==> src/core/ssf_pkg.sv <==
// Package: offsets, field positions and reset values for the socket state block
package ssf_pkg;
	localparam logic [7:0]  ADDR_STATE      = 8'h08;
	localparam logic [7:0]  ADDR_FORCE      = 8'h0C;
	localparam logic [7:0]  ADDR_EVENT      = 8'h00;
	localparam logic [7:0]  ADDR_CTRL       = 8'h14;
	localparam int          B_REINT         = 14;
	localparam int          B_SUP_LO        = 10;
	localparam int          B_BADVCC        = 9;
	localparam int          B_DLOST         = 8;
	localparam int          B_NOTCARD       = 7;
	localparam int          B_IRQ           = 6;
	localparam int          B_CB            = 5;
	localparam int          B_16            = 4;
	localparam int          B_PWR           = 3;
	localparam int          B_CD2           = 2;
	localparam int          B_CD1           = 1;
	localparam int          B_STS           = 0;
	localparam logic [3:0]  SOCK_CAPS_RST   = 4'h3;
	localparam int          B_SOCK_CAP_LO   = 28;
	localparam logic [31:0] FORCE_RD_VAL    = 32'h0000_0000;
	localparam logic [3:0]  INTERROG_CYCLES = 4'h8;
	localparam logic [1:0]  RESP_OKAY       = 2'h0;
	localparam logic [1:0]  RESP_SLVERR     = 2'h2;
	typedef enum logic [1:0] {
		IQ_IDLE = 2'b00,
		IQ_RUN  = 2'b01,
		IQ_DONE = 2'b10
	} ssf_iq_t;
endpackage : ssf_pkg

==> src/core/ssf_top.sv <==
// Socket present-state and force-event register bank with AXI4-Lite slave
// Contract
// - Bit 9 flags an invalid supply request from host; zero normally.
// - Bit 8 flags possible data loss at card removal.
// - Bit 7 flags unrecognized card; held until a valid card arrives.
// - Bit 6 reads live level of card irq line.
// - Bit 5 shows wide-bus card; changes only on interrogation or force write.
// - Bit 4 shows 16-bit card; changes only on interrogation or force write.
// - Bit 3 shows socket powered; zero after reset.
// - Bit 2 follows detect pin two; frozen during interrogation.
// - Bit 1 follows detect pin one; frozen during interrogation.
// - Bit 0 reads live level of status-change line.
// - Context bits clear on global reset; bus reset too if events off.
// - Force register bits 31-15 and 6 read zero; rest write-only.
// - Force bit 14 reinterrogates, updates status, re-enables auto power.
// - Force bits 13-10 copy to supply flags; any one disables auto power unless bit 14 is also set.
// - Force bit 9 loads invalid supply flag.
// - Force bits 8,7,5,4 load loss, unrecognized, wide-bus, 16-bit flags.
// - Force bit 3 loads power event; powered status unchanged.
// - Force bits 2,1 load detect events; detect status unchanged.
// - Force bit 0 loads status-change event; live bit unchanged.
// - Status bits 13-10 report card supply support; settable by force.
// - Supply and type info update only at interrogation (insertion or force bit 14) or by force write.
`timescale 1ns/1ps
`default_nettype none
module ssf_top (
	// Clock and resets
	input  wire logic        clk,
	input  wire logic        rst,
	input  wire logic        global_reset_pin,
	input  wire logic        bus_reset_pin,
	input  wire logic        pm_events_en,
	// AXI4-Lite write address
	input  wire logic [7:0]  s_axi_awaddr,
	input  wire logic        s_axi_awvalid,
	output logic             s_axi_awready,
	// AXI4-Lite write data
	input  wire logic [31:0] s_axi_wdata,
	input  wire logic [3:0]  s_axi_wstrb,
	input  wire logic        s_axi_wvalid,
	output logic             s_axi_wready,
	// AXI4-Lite write response
	output logic [1:0]       s_axi_bresp,
	output logic             s_axi_bvalid,
	input  wire logic        s_axi_bready,
	// AXI4-Lite read
	input  wire logic [7:0]  s_axi_araddr,
	input  wire logic        s_axi_arvalid,
	output logic             s_axi_arready,
	output logic [31:0]      s_axi_rdata,
	output logic [1:0]       s_axi_rresp,
	output logic             s_axi_rvalid,
	input  wire logic        s_axi_rready,
	// Card pins
	input  wire logic        card_irq_line,
	input  wire logic        status_change_line,
	input  wire logic        card_detect_pin_one,
	input  wire logic        card_detect_pin_two,
	// Card identification and power sense
	input  wire logic        sense_cb,
	input  wire logic        sense_16,
	input  wire logic        sense_bad,
	input  wire logic [3:0]  sense_sup,
	input  wire logic        power_good,
	input  wire logic        bad_supply_req,
	input  wire logic        removal_loss,
	// Socket side
	output logic             auto_power_en
);
	// Write channel capture, either order
	logic        aw_hold_r;
	logic        w_hold_r;
	logic [7:0]  aw_addr_r;
	logic [31:0] w_data_r;
	logic [3:0]  w_strb_r;
	logic        awready_r;
	logic        wready_r;
	logic        bvalid_r;
	logic [1:0]  bresp_r;
	logic        arready_r;
	logic        rvalid_r;
	logic [31:0] rdata_r;
	logic [1:0]  rresp_r;

	// Status and event state
	logic        badvcc_r;
	logic        dlost_r;
	logic        notcard_r;
	logic        irq_r;
	logic        cb_r;
	logic        b16_r;
	logic        pwr_r;
	logic        cd2_r;
	logic        cd1_r;
	logic        sts_r;
	logic [3:0]  sup_r;
	logic [3:0]  ev_r;
	logic        auto_pwr_r;
	logic        det_prev_r;
	logic        iq_start_r;

	wire aw_take = s_axi_awvalid & awready_r;
	wire w_take  = s_axi_wvalid & wready_r;
	wire wr_go   = aw_hold_r & w_hold_r & ~bvalid_r;
	wire ar_take = s_axi_arvalid & arready_r;

	wire sel_force = wr_go & (aw_addr_r[7:2] == ssf_pkg::ADDR_FORCE[7:2]);
	wire sel_event = wr_go & (aw_addr_r[7:2] == ssf_pkg::ADDR_EVENT[7:2]);
	wire wr_known  = (aw_addr_r[7:2] == ssf_pkg::ADDR_FORCE[7:2])
		| (aw_addr_r[7:2] == ssf_pkg::ADDR_EVENT[7:2])
		| (aw_addr_r[7:2] == ssf_pkg::ADDR_STATE[7:2])
		| (aw_addr_r[7:2] == ssf_pkg::ADDR_CTRL[7:2]);
	// Force byte lanes: low byte bits 7..0, second byte bits 14..8
	wire f_lo = sel_force & w_strb_r[0];
	wire f_hi = sel_force & w_strb_r[1];
	wire [31:0] fd = w_data_r;

	// Context clear; bus reset counts only while events disabled
	// context clear
	wire ctx_clr = global_reset_pin | (bus_reset_pin & ~pm_events_en);

	// Insertion: both detect lines fall low
	wire det_low   = ~card_detect_pin_one & ~card_detect_pin_two;
	wire insertion = det_low & ~det_prev_r;
	wire reint     = f_hi & fd[ssf_pkg::B_REINT];

	logic       iq_busy;
	logic       iq_done;
	logic       iq_cb;
	logic       iq_16;
	logic       iq_bad;
	logic [3:0] iq_sup;

	ssf_interrog u_iq (
		.clk       (clk),
		.rst       (rst | ctx_clr),
		.start     (iq_start_r),
		.sense_cb  (sense_cb),
		.sense_16  (sense_16),
		.sense_bad (sense_bad),
		.sense_sup (sense_sup),
		.busy      (iq_busy),
		.done      (iq_done),
		.res_cb    (iq_cb),
		.res_16    (iq_16),
		.res_bad   (iq_bad),
		.res_sup   (iq_sup)
	);

	wire [31:0] state_word = {2'b00, ssf_pkg::SOCK_CAPS_RST[1:0], 14'h0000,
		sup_r, badvcc_r, dlost_r, notcard_r, irq_r, cb_r, b16_r,
		pwr_r, cd2_r, cd1_r, sts_r};
	wire [31:0] event_word = {28'h0000000, ev_r};
	wire [31:0] ctrl_word  = {31'h00000000, auto_pwr_r};
	wire [7:0]  ar_idx     = s_axi_araddr;
	wire [31:0] rd_mux =
		(ar_idx[7:2] == ssf_pkg::ADDR_STATE[7:2]) ? state_word :
		(ar_idx[7:2] == ssf_pkg::ADDR_EVENT[7:2]) ? event_word :
		(ar_idx[7:2] == ssf_pkg::ADDR_CTRL[7:2])  ? ctrl_word :
		ssf_pkg::FORCE_RD_VAL;
	wire rd_known = (ar_idx[7:2] == ssf_pkg::ADDR_STATE[7:2])
		| (ar_idx[7:2] == ssf_pkg::ADDR_EVENT[7:2])
		| (ar_idx[7:2] == ssf_pkg::ADDR_CTRL[7:2])
		| (ar_idx[7:2] == ssf_pkg::ADDR_FORCE[7:2]);

	// Write handshake
	always_ff @(posedge clk) begin
		if (rst) begin
			aw_hold_r <= 1'b0;
			w_hold_r  <= 1'b0;
			awready_r <= 1'b1;
			wready_r  <= 1'b1;
			aw_addr_r <= 8'h00;
			w_data_r  <= 32'h00000000;
			w_strb_r  <= 4'h0;
			bvalid_r  <= 1'b0;
			bresp_r   <= ssf_pkg::RESP_OKAY;
		end else begin
			if (aw_take) begin
				aw_hold_r <= 1'b1;
				awready_r <= 1'b0;
				aw_addr_r <= s_axi_awaddr;
			end
			if (w_take) begin
				w_hold_r <= 1'b1;
				wready_r <= 1'b0;
				w_data_r <= s_axi_wdata;
				w_strb_r <= s_axi_wstrb;
			end
			if (wr_go) begin
				bvalid_r  <= 1'b1;
				bresp_r   <= wr_known ? ssf_pkg::RESP_OKAY : ssf_pkg::RESP_SLVERR;
				aw_hold_r <= 1'b0;
				w_hold_r  <= 1'b0;
			end
			if (bvalid_r & s_axi_bready) begin
				bvalid_r  <= 1'b0;
				awready_r <= 1'b1;
				wready_r  <= 1'b1;
			end
		end
	end

	// Read handshake; a single register stage so forced values show next read
	// next read visibility
	always_ff @(posedge clk) begin
		if (rst) begin
			arready_r <= 1'b1;
			rvalid_r  <= 1'b0;
			rdata_r   <= 32'h00000000;
			rresp_r   <= ssf_pkg::RESP_OKAY;
		end else if (ar_take) begin
			arready_r <= 1'b0;
			rvalid_r  <= 1'b1;
			rdata_r   <= rd_known ? rd_mux : 32'h00000000;
			rresp_r   <= rd_known ? ssf_pkg::RESP_OKAY : ssf_pkg::RESP_SLVERR;
		end else if (rvalid_r & s_axi_rready) begin
			rvalid_r  <= 1'b0;
			arready_r <= 1'b1;
		end
	end

	// Live pins and detect lines
	always_ff @(posedge clk) begin
		if (rst) begin
			irq_r      <= 1'b0;
			sts_r      <= 1'b0;
			det_prev_r <= 1'b0;
		end else begin
			irq_r      <= card_irq_line;
			sts_r      <= status_change_line;
			det_prev_r <= det_low;
		end
	end

	always_ff @(posedge clk) begin
		if (rst | ctx_clr) begin
			cd1_r <= 1'b1;
			cd2_r <= 1'b1;
		end else if (!iq_busy) begin
			cd2_r <= card_detect_pin_two;
			cd1_r <= card_detect_pin_one;
		end
	end

	// Interrogation launch on insertion or forced trigger
	always_ff @(posedge clk) begin
		if (rst | ctx_clr)
			iq_start_r <= 1'b0;
		else
			iq_start_r <= (insertion | reint) & ~iq_busy;
	end

	// Card type, supply and error flags; force write wins over interrogation, hardware error sets win over force
	always_ff @(posedge clk) begin
		if (rst | ctx_clr) begin
			badvcc_r   <= 1'b0;
			dlost_r    <= 1'b0;
			notcard_r  <= 1'b0;
			cb_r       <= 1'b0;
			b16_r      <= 1'b0;
			sup_r      <= 4'h0;
			pwr_r      <= 1'b0;
			auto_pwr_r <= 1'b1;
		end else begin
			pwr_r <= power_good;
			if (iq_done) begin
				cb_r  <= iq_cb;
				b16_r <= iq_16;
				sup_r <= iq_sup;
				if (iq_bad | iq_cb | iq_16)
					notcard_r <= iq_bad;
			end
			if (bad_supply_req)
				badvcc_r <= 1'b1;
			if (removal_loss)
				dlost_r <= 1'b1;
			// supply force and auto power off
			if (f_hi) begin
				sup_r <= fd[ssf_pkg::B_SUP_LO +: 4];
				if (|fd[ssf_pkg::B_SUP_LO +: 4])
					auto_pwr_r <= 1'b0;
				badvcc_r <= fd[ssf_pkg::B_BADVCC] | bad_supply_req;
				dlost_r  <= fd[ssf_pkg::B_DLOST] | removal_loss;
			end
			if (f_lo) begin
				notcard_r <= fd[ssf_pkg::B_NOTCARD];
				cb_r      <= fd[ssf_pkg::B_CB];
				b16_r     <= fd[ssf_pkg::B_16];
			end
			if (reint)
				auto_pwr_r <= 1'b1;
		end
	end

	// Event bits: hardware set beats software clear
	genvar gi;
	generate
		for (gi = 0; gi < 4; gi++) begin : g_ev
			wire hw_set = (gi == ssf_pkg::B_PWR) ? (pwr_r != power_good) :
				(gi == ssf_pkg::B_CD2) ? (cd2_r != card_detect_pin_two) & ~iq_busy :
				(gi == ssf_pkg::B_CD1) ? (cd1_r != card_detect_pin_one) & ~iq_busy :
				(sts_r != status_change_line);
			always_ff @(posedge clk) begin
				if (rst | ctx_clr)
					ev_r[gi] <= 1'b0;
				else if (hw_set)
					ev_r[gi] <= 1'b1;
				else if (f_lo)
					ev_r[gi] <= fd[gi];
				else if (sel_event & w_strb_r[0] & fd[gi])
					ev_r[gi] <= 1'b0;
			end
		end
	endgenerate

	assign s_axi_awready = awready_r;
	assign s_axi_wready  = wready_r;
	assign s_axi_bvalid  = bvalid_r;
	assign s_axi_bresp   = bresp_r;
	assign s_axi_arready = arready_r;
	assign s_axi_rvalid  = rvalid_r;
	assign s_axi_rdata   = rdata_r;
	assign s_axi_rresp   = rresp_r;
	assign auto_power_en = auto_pwr_r;
endmodule : ssf_top
`default_nettype wire

==> src/core/ssf_interrog.sv <==
// Card interrogation sequencer: samples card type and supply flags
`timescale 1ns/1ps
`default_nettype none
module ssf_interrog (
	// Clock and reset
	input  wire logic       clk,
	input  wire logic       rst,
	// Control
	input  wire logic       start,
	// Card sense
	input  wire logic       sense_cb,
	input  wire logic       sense_16,
	input  wire logic       sense_bad,
	input  wire logic [3:0] sense_sup,
	// Result
	output logic            busy,
	output logic            done,
	output logic            res_cb,
	output logic            res_16,
	output logic            res_bad,
	output logic [3:0]      res_sup
);
	ssf_pkg::ssf_iq_t st_r;
	ssf_pkg::ssf_iq_t st_nxt;
	logic [3:0] cnt_r;
	wire        cnt_end = (cnt_r == ssf_pkg::INTERROG_CYCLES);

	always_comb begin
		st_nxt = st_r;
		case (st_r)
			ssf_pkg::IQ_IDLE: if (start) st_nxt = ssf_pkg::IQ_RUN;
			ssf_pkg::IQ_RUN:  if (cnt_end) st_nxt = ssf_pkg::IQ_DONE;
			ssf_pkg::IQ_DONE: st_nxt = ssf_pkg::IQ_IDLE;
			default:          st_nxt = ssf_pkg::IQ_IDLE;
		endcase
	end

	always_ff @(posedge clk) begin
		if (rst) begin
			st_r  <= ssf_pkg::IQ_IDLE;
			cnt_r <= 4'h0;
		end else begin
			st_r  <= st_nxt;
			cnt_r <= (st_r == ssf_pkg::IQ_RUN) ? cnt_r + 4'h1 : 4'h0;
		end
	end

	always_ff @(posedge clk) begin
		if (rst) begin
			res_cb  <= 1'b0;
			res_16  <= 1'b0;
			res_bad <= 1'b0;
			res_sup <= 4'h0;
		end else if (st_r == ssf_pkg::IQ_RUN && cnt_end) begin
			res_cb  <= sense_cb;
			res_16  <= sense_16;
			res_bad <= sense_bad;
			res_sup <= sense_sup;
		end
	end

	assign busy = (st_r != ssf_pkg::IQ_IDLE);
	assign done = (st_r == ssf_pkg::IQ_DONE);
endmodule : ssf_interrog
`default_nettype wire

==> config.mk <==
export PLATFORM = sky130hd
export DESIGN_NAME = ssf_top
export DESIGN_NICKNAME = d
export VERILOG_FILES = /design/src/core/ssf_pkg.sv /design/src/core/ssf_top.sv /design/src/core/ssf_interrog.sv
export SDC_FILE = /design/constraint.sdc
export NUM_CORES = 1
export LEC_CHECK = 0
export BUFFER_PORTS_ARGS = -buffer_cell sky130_fd_sc_hd__buf_2
export CAP_MARGIN = 10
export CORE_MARGIN = 2
export CORE_UTILIZATION = 53
export DETAILED_ROUTE_END_ITERATION = 8
export HOLD_SLACK_MARGIN = 0.03
export PLACE_DENSITY_LB_ADDON = 0.1
export SYNTH_ARGS = -nofsm -noshare
export SYNTH_HDL_FRONTEND = slang
export SYNTH_SLANG_ARGS = --single-unit
==> constraint.sdc <==
create_clock -name clk -period 2 [get_ports clk]
set_input_delay 0.5 -clock clk [delete_from_list [all_inputs] [get_ports clk]]
set_output_delay 0.5 -clock clk [all_outputs]
set_load 0.01 [all_outputs]
==> metrics.md <==
| Metric | Value |
|---|---|
| Most common library cell in the layout ignoring fill and taps | sky130_fd_sc_hd__dfxtp_1 |
| Initial cell density of the core | 55.2% |
| Peak fanout along the critical path | 14 |
| Number of cells upsized or downsized after cts | 0 |
| Part of the total power dissipated in combinational logic | 7.8% |
| Post-Synthesis Cell Area | 3310 µm² |
| Clock transition at the registers of the reported paths | 0.08 ns |
| Number of design-rule violations left by the first detailed-router iteration | 115 |
| Clock Sink Count | 80 |
| Cells on worst reg2reg path | 4 |
| Slew Limit Fails | 0 |
| Antenna violations before repair | 0 |
| I/O pin total | 118 |
| Cell internal power dissipation | 2.58 mW |
| Via-per-instance ratio | 5.08 |
| Overflow left after global routing | 0 |
| Kind of critical path | reg -> reg |
| Number of global-route vias before repair | 2,425 |
| Switching power total | 0.791 mW |
| Max-slew headroom | 60.6% |
| Synth Area in Compound Gates | 15.5% |
| Lkg Pwr | 1.63 nW |
| Share of final-layout standard cells stronger than drive strength 1 | 24.3% |
| Routed wire length | 6580 µm |
| Worst-case clock buffer depth | 2 |
| Part of the total power dissipated in sequential elements | 50.0% |
| Layout area overhead | 17.6% |
| Residual DRC | 0 |
| Final worst setup slack | 0.396 ns |
| Unrepaired setup endpoints after global routing | no |
| Average cell area after synthesis | 8.85 µm² |
| Worst supply voltage drop on vdd | 0.626 mV |
| Diodes inserted | 0 |
| Number of setup buffers added after CTS | 0 |
| Measured slew at the worst slew-check pin | 0.591 ns |
| # hold bufs at CTS | 0 |
| Number of standard cells after synthesis | 374 |
| Commonest cells after routing, fill and taps aside | sky130_fd_sc_hd__dfxtp_1 (80), sky130_fd_sc_hd__buf_2 (75), sky130_fd_sc_hd__nand2_1 (47) |
| Overall routing resource usage | 19.8% |
| CP endpoint kind | flop |
| Clock share of power | 42.3% |
| Share of the clock period used by the worst path after layout | 80.2% |
| Post-synthesis share of cell area spent on and, or, nand and nor gates | 19.8% |
| Top cells by area in the synthesized netlist | sky130_fd_sc_hd__dfxtp_1 (48%), sky130_fd_sc_hd__a21oi_1 (5.9%), sky130_fd_sc_hd__nand2_1 (5.3%) |
| HPWL Detailed | 4840 µm |
| TritonCTS clock tree | yes |
| CP required | 2.28 ns |
| Share of the yosys chip area belonging to registers | 48.4% |
| Placed standard-cell area | 3650 µm² |
| Area share of xor/xnor cells in the synthesized design | 2.12% |
| WP data arrival | 1.89 ns |
| Max-cap violations | 0 |
| Count of distinct cell types in the synthesized netlist | 44 |
| H-tree level count | 3 |
| Kind of path behind the tightest hold check | in -> reg |
| Post-synthesis share of cell area spent on full adders, half adders and majority gates | 0.756% |
| Largest family of logic cells by synthesized area | simple AND/OR/NAND/NOR gates |
| Final hold violations | 0 |
| CTS root buf | sky130_fd_sc_hd__clkbuf_8 |
| Total non-filler cell area in the finished layout | 3890 µm² |
| DP Worst Slack | 0.363 ns |
| YS warnings | 0 |
| PortBufs | 75 |
| Routability cong. | 0.772 |
| Status | complete, no violations |
| Proportion of total power due to net switching | 23.5% |
| Worst setup skew after layout | 0.00872 ns |
| Core region area | 5990 µm² |
| Final core utilization | 65.0% |
| Area share of the largest cell type after synthesis | 48.4% |
| Total number of vias | 2,658 |
| Total iterations of the first detailed-routing run | 4 |
| Kind of start point of the critical path | flop |
| Count of antenna-violating nets left after detailed routing | 0 |
| Number of clock buffers inserted by TritonCTS | 9 |
| Ratio of total power to cell area | 866 nW/µm² |
| Die span in x | 83.0 µm |
| Accumulated negative setup slack | 0 ns |
| Setup-violating endpoint count in the final report | 0 |
| Worst hold path depth | 2 |
| Die Area | 6890 µm² |
| Leading area contributor after synthesis | sky130_fd_sc_hd__dfxtp_1 |
| Number of register bits inferred by synthesis | 80 |
| Final critical-path required period | 1.60 ns |
| Core Rows | 28 |
| Clock latency on the worst-skew pair | 0.35 ns |
| Global-route wire length before repair | 11,200 µm |
| Fmax achieved | 623 MHz |
| Die height | 83.0 µm |
| Net count reported at finish | 521 |
| Avg WL per Cell | 12.6 µm |
| Proportion of synthesized area in mux cells | 5.14% |
| Maximum number of pins on one net before global-route repair | 37 |
==> cell type report <==
type | instances | area, µm²
multi-input combinational | 263 | 1500
clock buffer | 9 | 124
fill | 527 | 2100
tap | 75 | 93.8
clock inverter | 7 | 120
timing repair buffer | 81 | 420
sequential | 80 | 1600
inverter | 8 | 30.0
==> per-stage QoR <==
stage          hold slack, ns  total power [mW]  std cells
4_1_cts                 0.356              3.39        523
3_5_place_dp            0.444              1.98        507
2_1_floorplan           0.430              1.91        391
6_report                0.368              3.37        523
5_1_grt                 0.375              3.52        523
3_3_place_gp            0.431              1.98        507
==> final timing paths <==
check | start | to | slack [ns]
worst max-delay path | s_axi_bvalid | iq_start_r | 0.40
worst min-delay path | s_axi_wvalid | s_axi_wready | 0.37
worst max register to register | s_axi_bvalid | iq_start_r | 0.40
worst min register to register | s_axi_rdata[1] | s_axi_rdata[1] | 0.46
==> worst max-delay path, stage by stage (launching register included) <==
cell and delay, ns:
sky130_fd_sc_hd__dfxtp_1 0.35, sky130_fd_sc_hd__and3b_1 0.44, sky130_fd_sc_hd__nand4_4 0.29, sky130_fd_sc_hd__or2_4 0.33, sky130_fd_sc_hd__a21oi_2 0.13
==> metal layers <==
layer | share of wire (%) | wire [µm] | track usage [%]
met5 | 0 | 0 | 0
met2 | 42 | 2750 | 29.8
met3 | 6.5 | 426 | 4.47
met4 | 1.2 | 78 | 7.75
met1 | 51 | 3330 | 27.6
==> registers in the layout (all words and copies together), names as in the netlist, 2 cells and up <==
register,flops
fd,14
u_iq.st_r,2
ev_r,4
sup_r,4
aw_addr_r,6
u_iq.res_sup,4
s_axi_rdata,15
u_iq.cnt_r,4
w_strb_r,2
==> power by group through the flow <==
stage	logic, mW	clock network [mW]	registers [mW]
finish	0.262	1.42	1.68
CTS	0.262	1.45	1.68
global route	0.294	1.53	1.69
global placement	0.258	0	1.72
detailed placement	0.261	0	1.72
floorplan	0.192	0	1.71
==> kinds of logic (layout without fill, tap and decap cells) <==
family	Yosys count	count (layout)
mux	17	17
xor+xnor	8	8
buf+inv	48	105
fa+ha+maj	2	2
flops	80	80
compound gates	81	81
simple gates	137	137
other cells	1	18
==> synthesized netlist by cell type <==
cell type and count:
sky130_fd_sc_hd__a211oi_1 2, sky130_fd_sc_hd__nor4_1 1, sky130_fd_sc_hd__buf_4 20, sky130_fd_sc_hd__nand2_1 47, sky130_fd_sc_hd__nand3b_1 2, sky130_fd_sc_hd__nor2b_1 5
sky130_fd_sc_hd__and2_1 4, sky130_fd_sc_hd__nand2b_1 2, sky130_fd_sc_hd__o21a_1 1, sky130_fd_sc_hd__and3b_1 1, sky130_fd_sc_hd__dfxtp_1 80, sky130_fd_sc_hd__and4_1 1
sky130_fd_sc_hd__and3_1 1, sky130_fd_sc_hd__a22oi_1 12, sky130_fd_sc_hd__a311oi_1 2, sky130_fd_sc_hd__mux2i_1 17, sky130_fd_sc_hd__a41o_1 1, sky130_fd_sc_hd__or3_1 1
sky130_fd_sc_hd__and4_4 1, sky130_fd_sc_hd__clkbuf_1 11, sky130_fd_sc_hd__o21ai_2 1, sky130_fd_sc_hd__a21oi_1 39, sky130_fd_sc_hd__buf_2 5, sky130_fd_sc_hd__o21ai_0 14
sky130_fd_sc_hd__nand4_1 1, sky130_fd_sc_hd__a211oi_2 6, sky130_fd_sc_hd__nor2_1 44, sky130_fd_sc_hd__ha_1 2, sky130_fd_sc_hd__or2_4 1, sky130_fd_sc_hd__nand4_4 1
sky130_fd_sc_hd__nor4_4 1, sky130_fd_sc_hd__buf_6 1, sky130_fd_sc_hd__buf_1 3, sky130_fd_sc_hd__nand4b_1 1, sky130_fd_sc_hd__a221oi_1 1, sky130_fd_sc_hd__xnor2_1 3
sky130_fd_sc_hd__o21bai_1 1, sky130_fd_sc_hd__nand3_1 12, sky130_fd_sc_hd__nor3b_1 2, sky130_fd_sc_hd__nor3_1 8, sky130_fd_sc_hd__inv_1 8, sky130_fd_sc_hd__conb_1 1
sky130_fd_sc_hd__a21oi_2 1, sky130_fd_sc_hd__xor2_1 5
No activity file was read; power rests on OpenSTA's default activity.
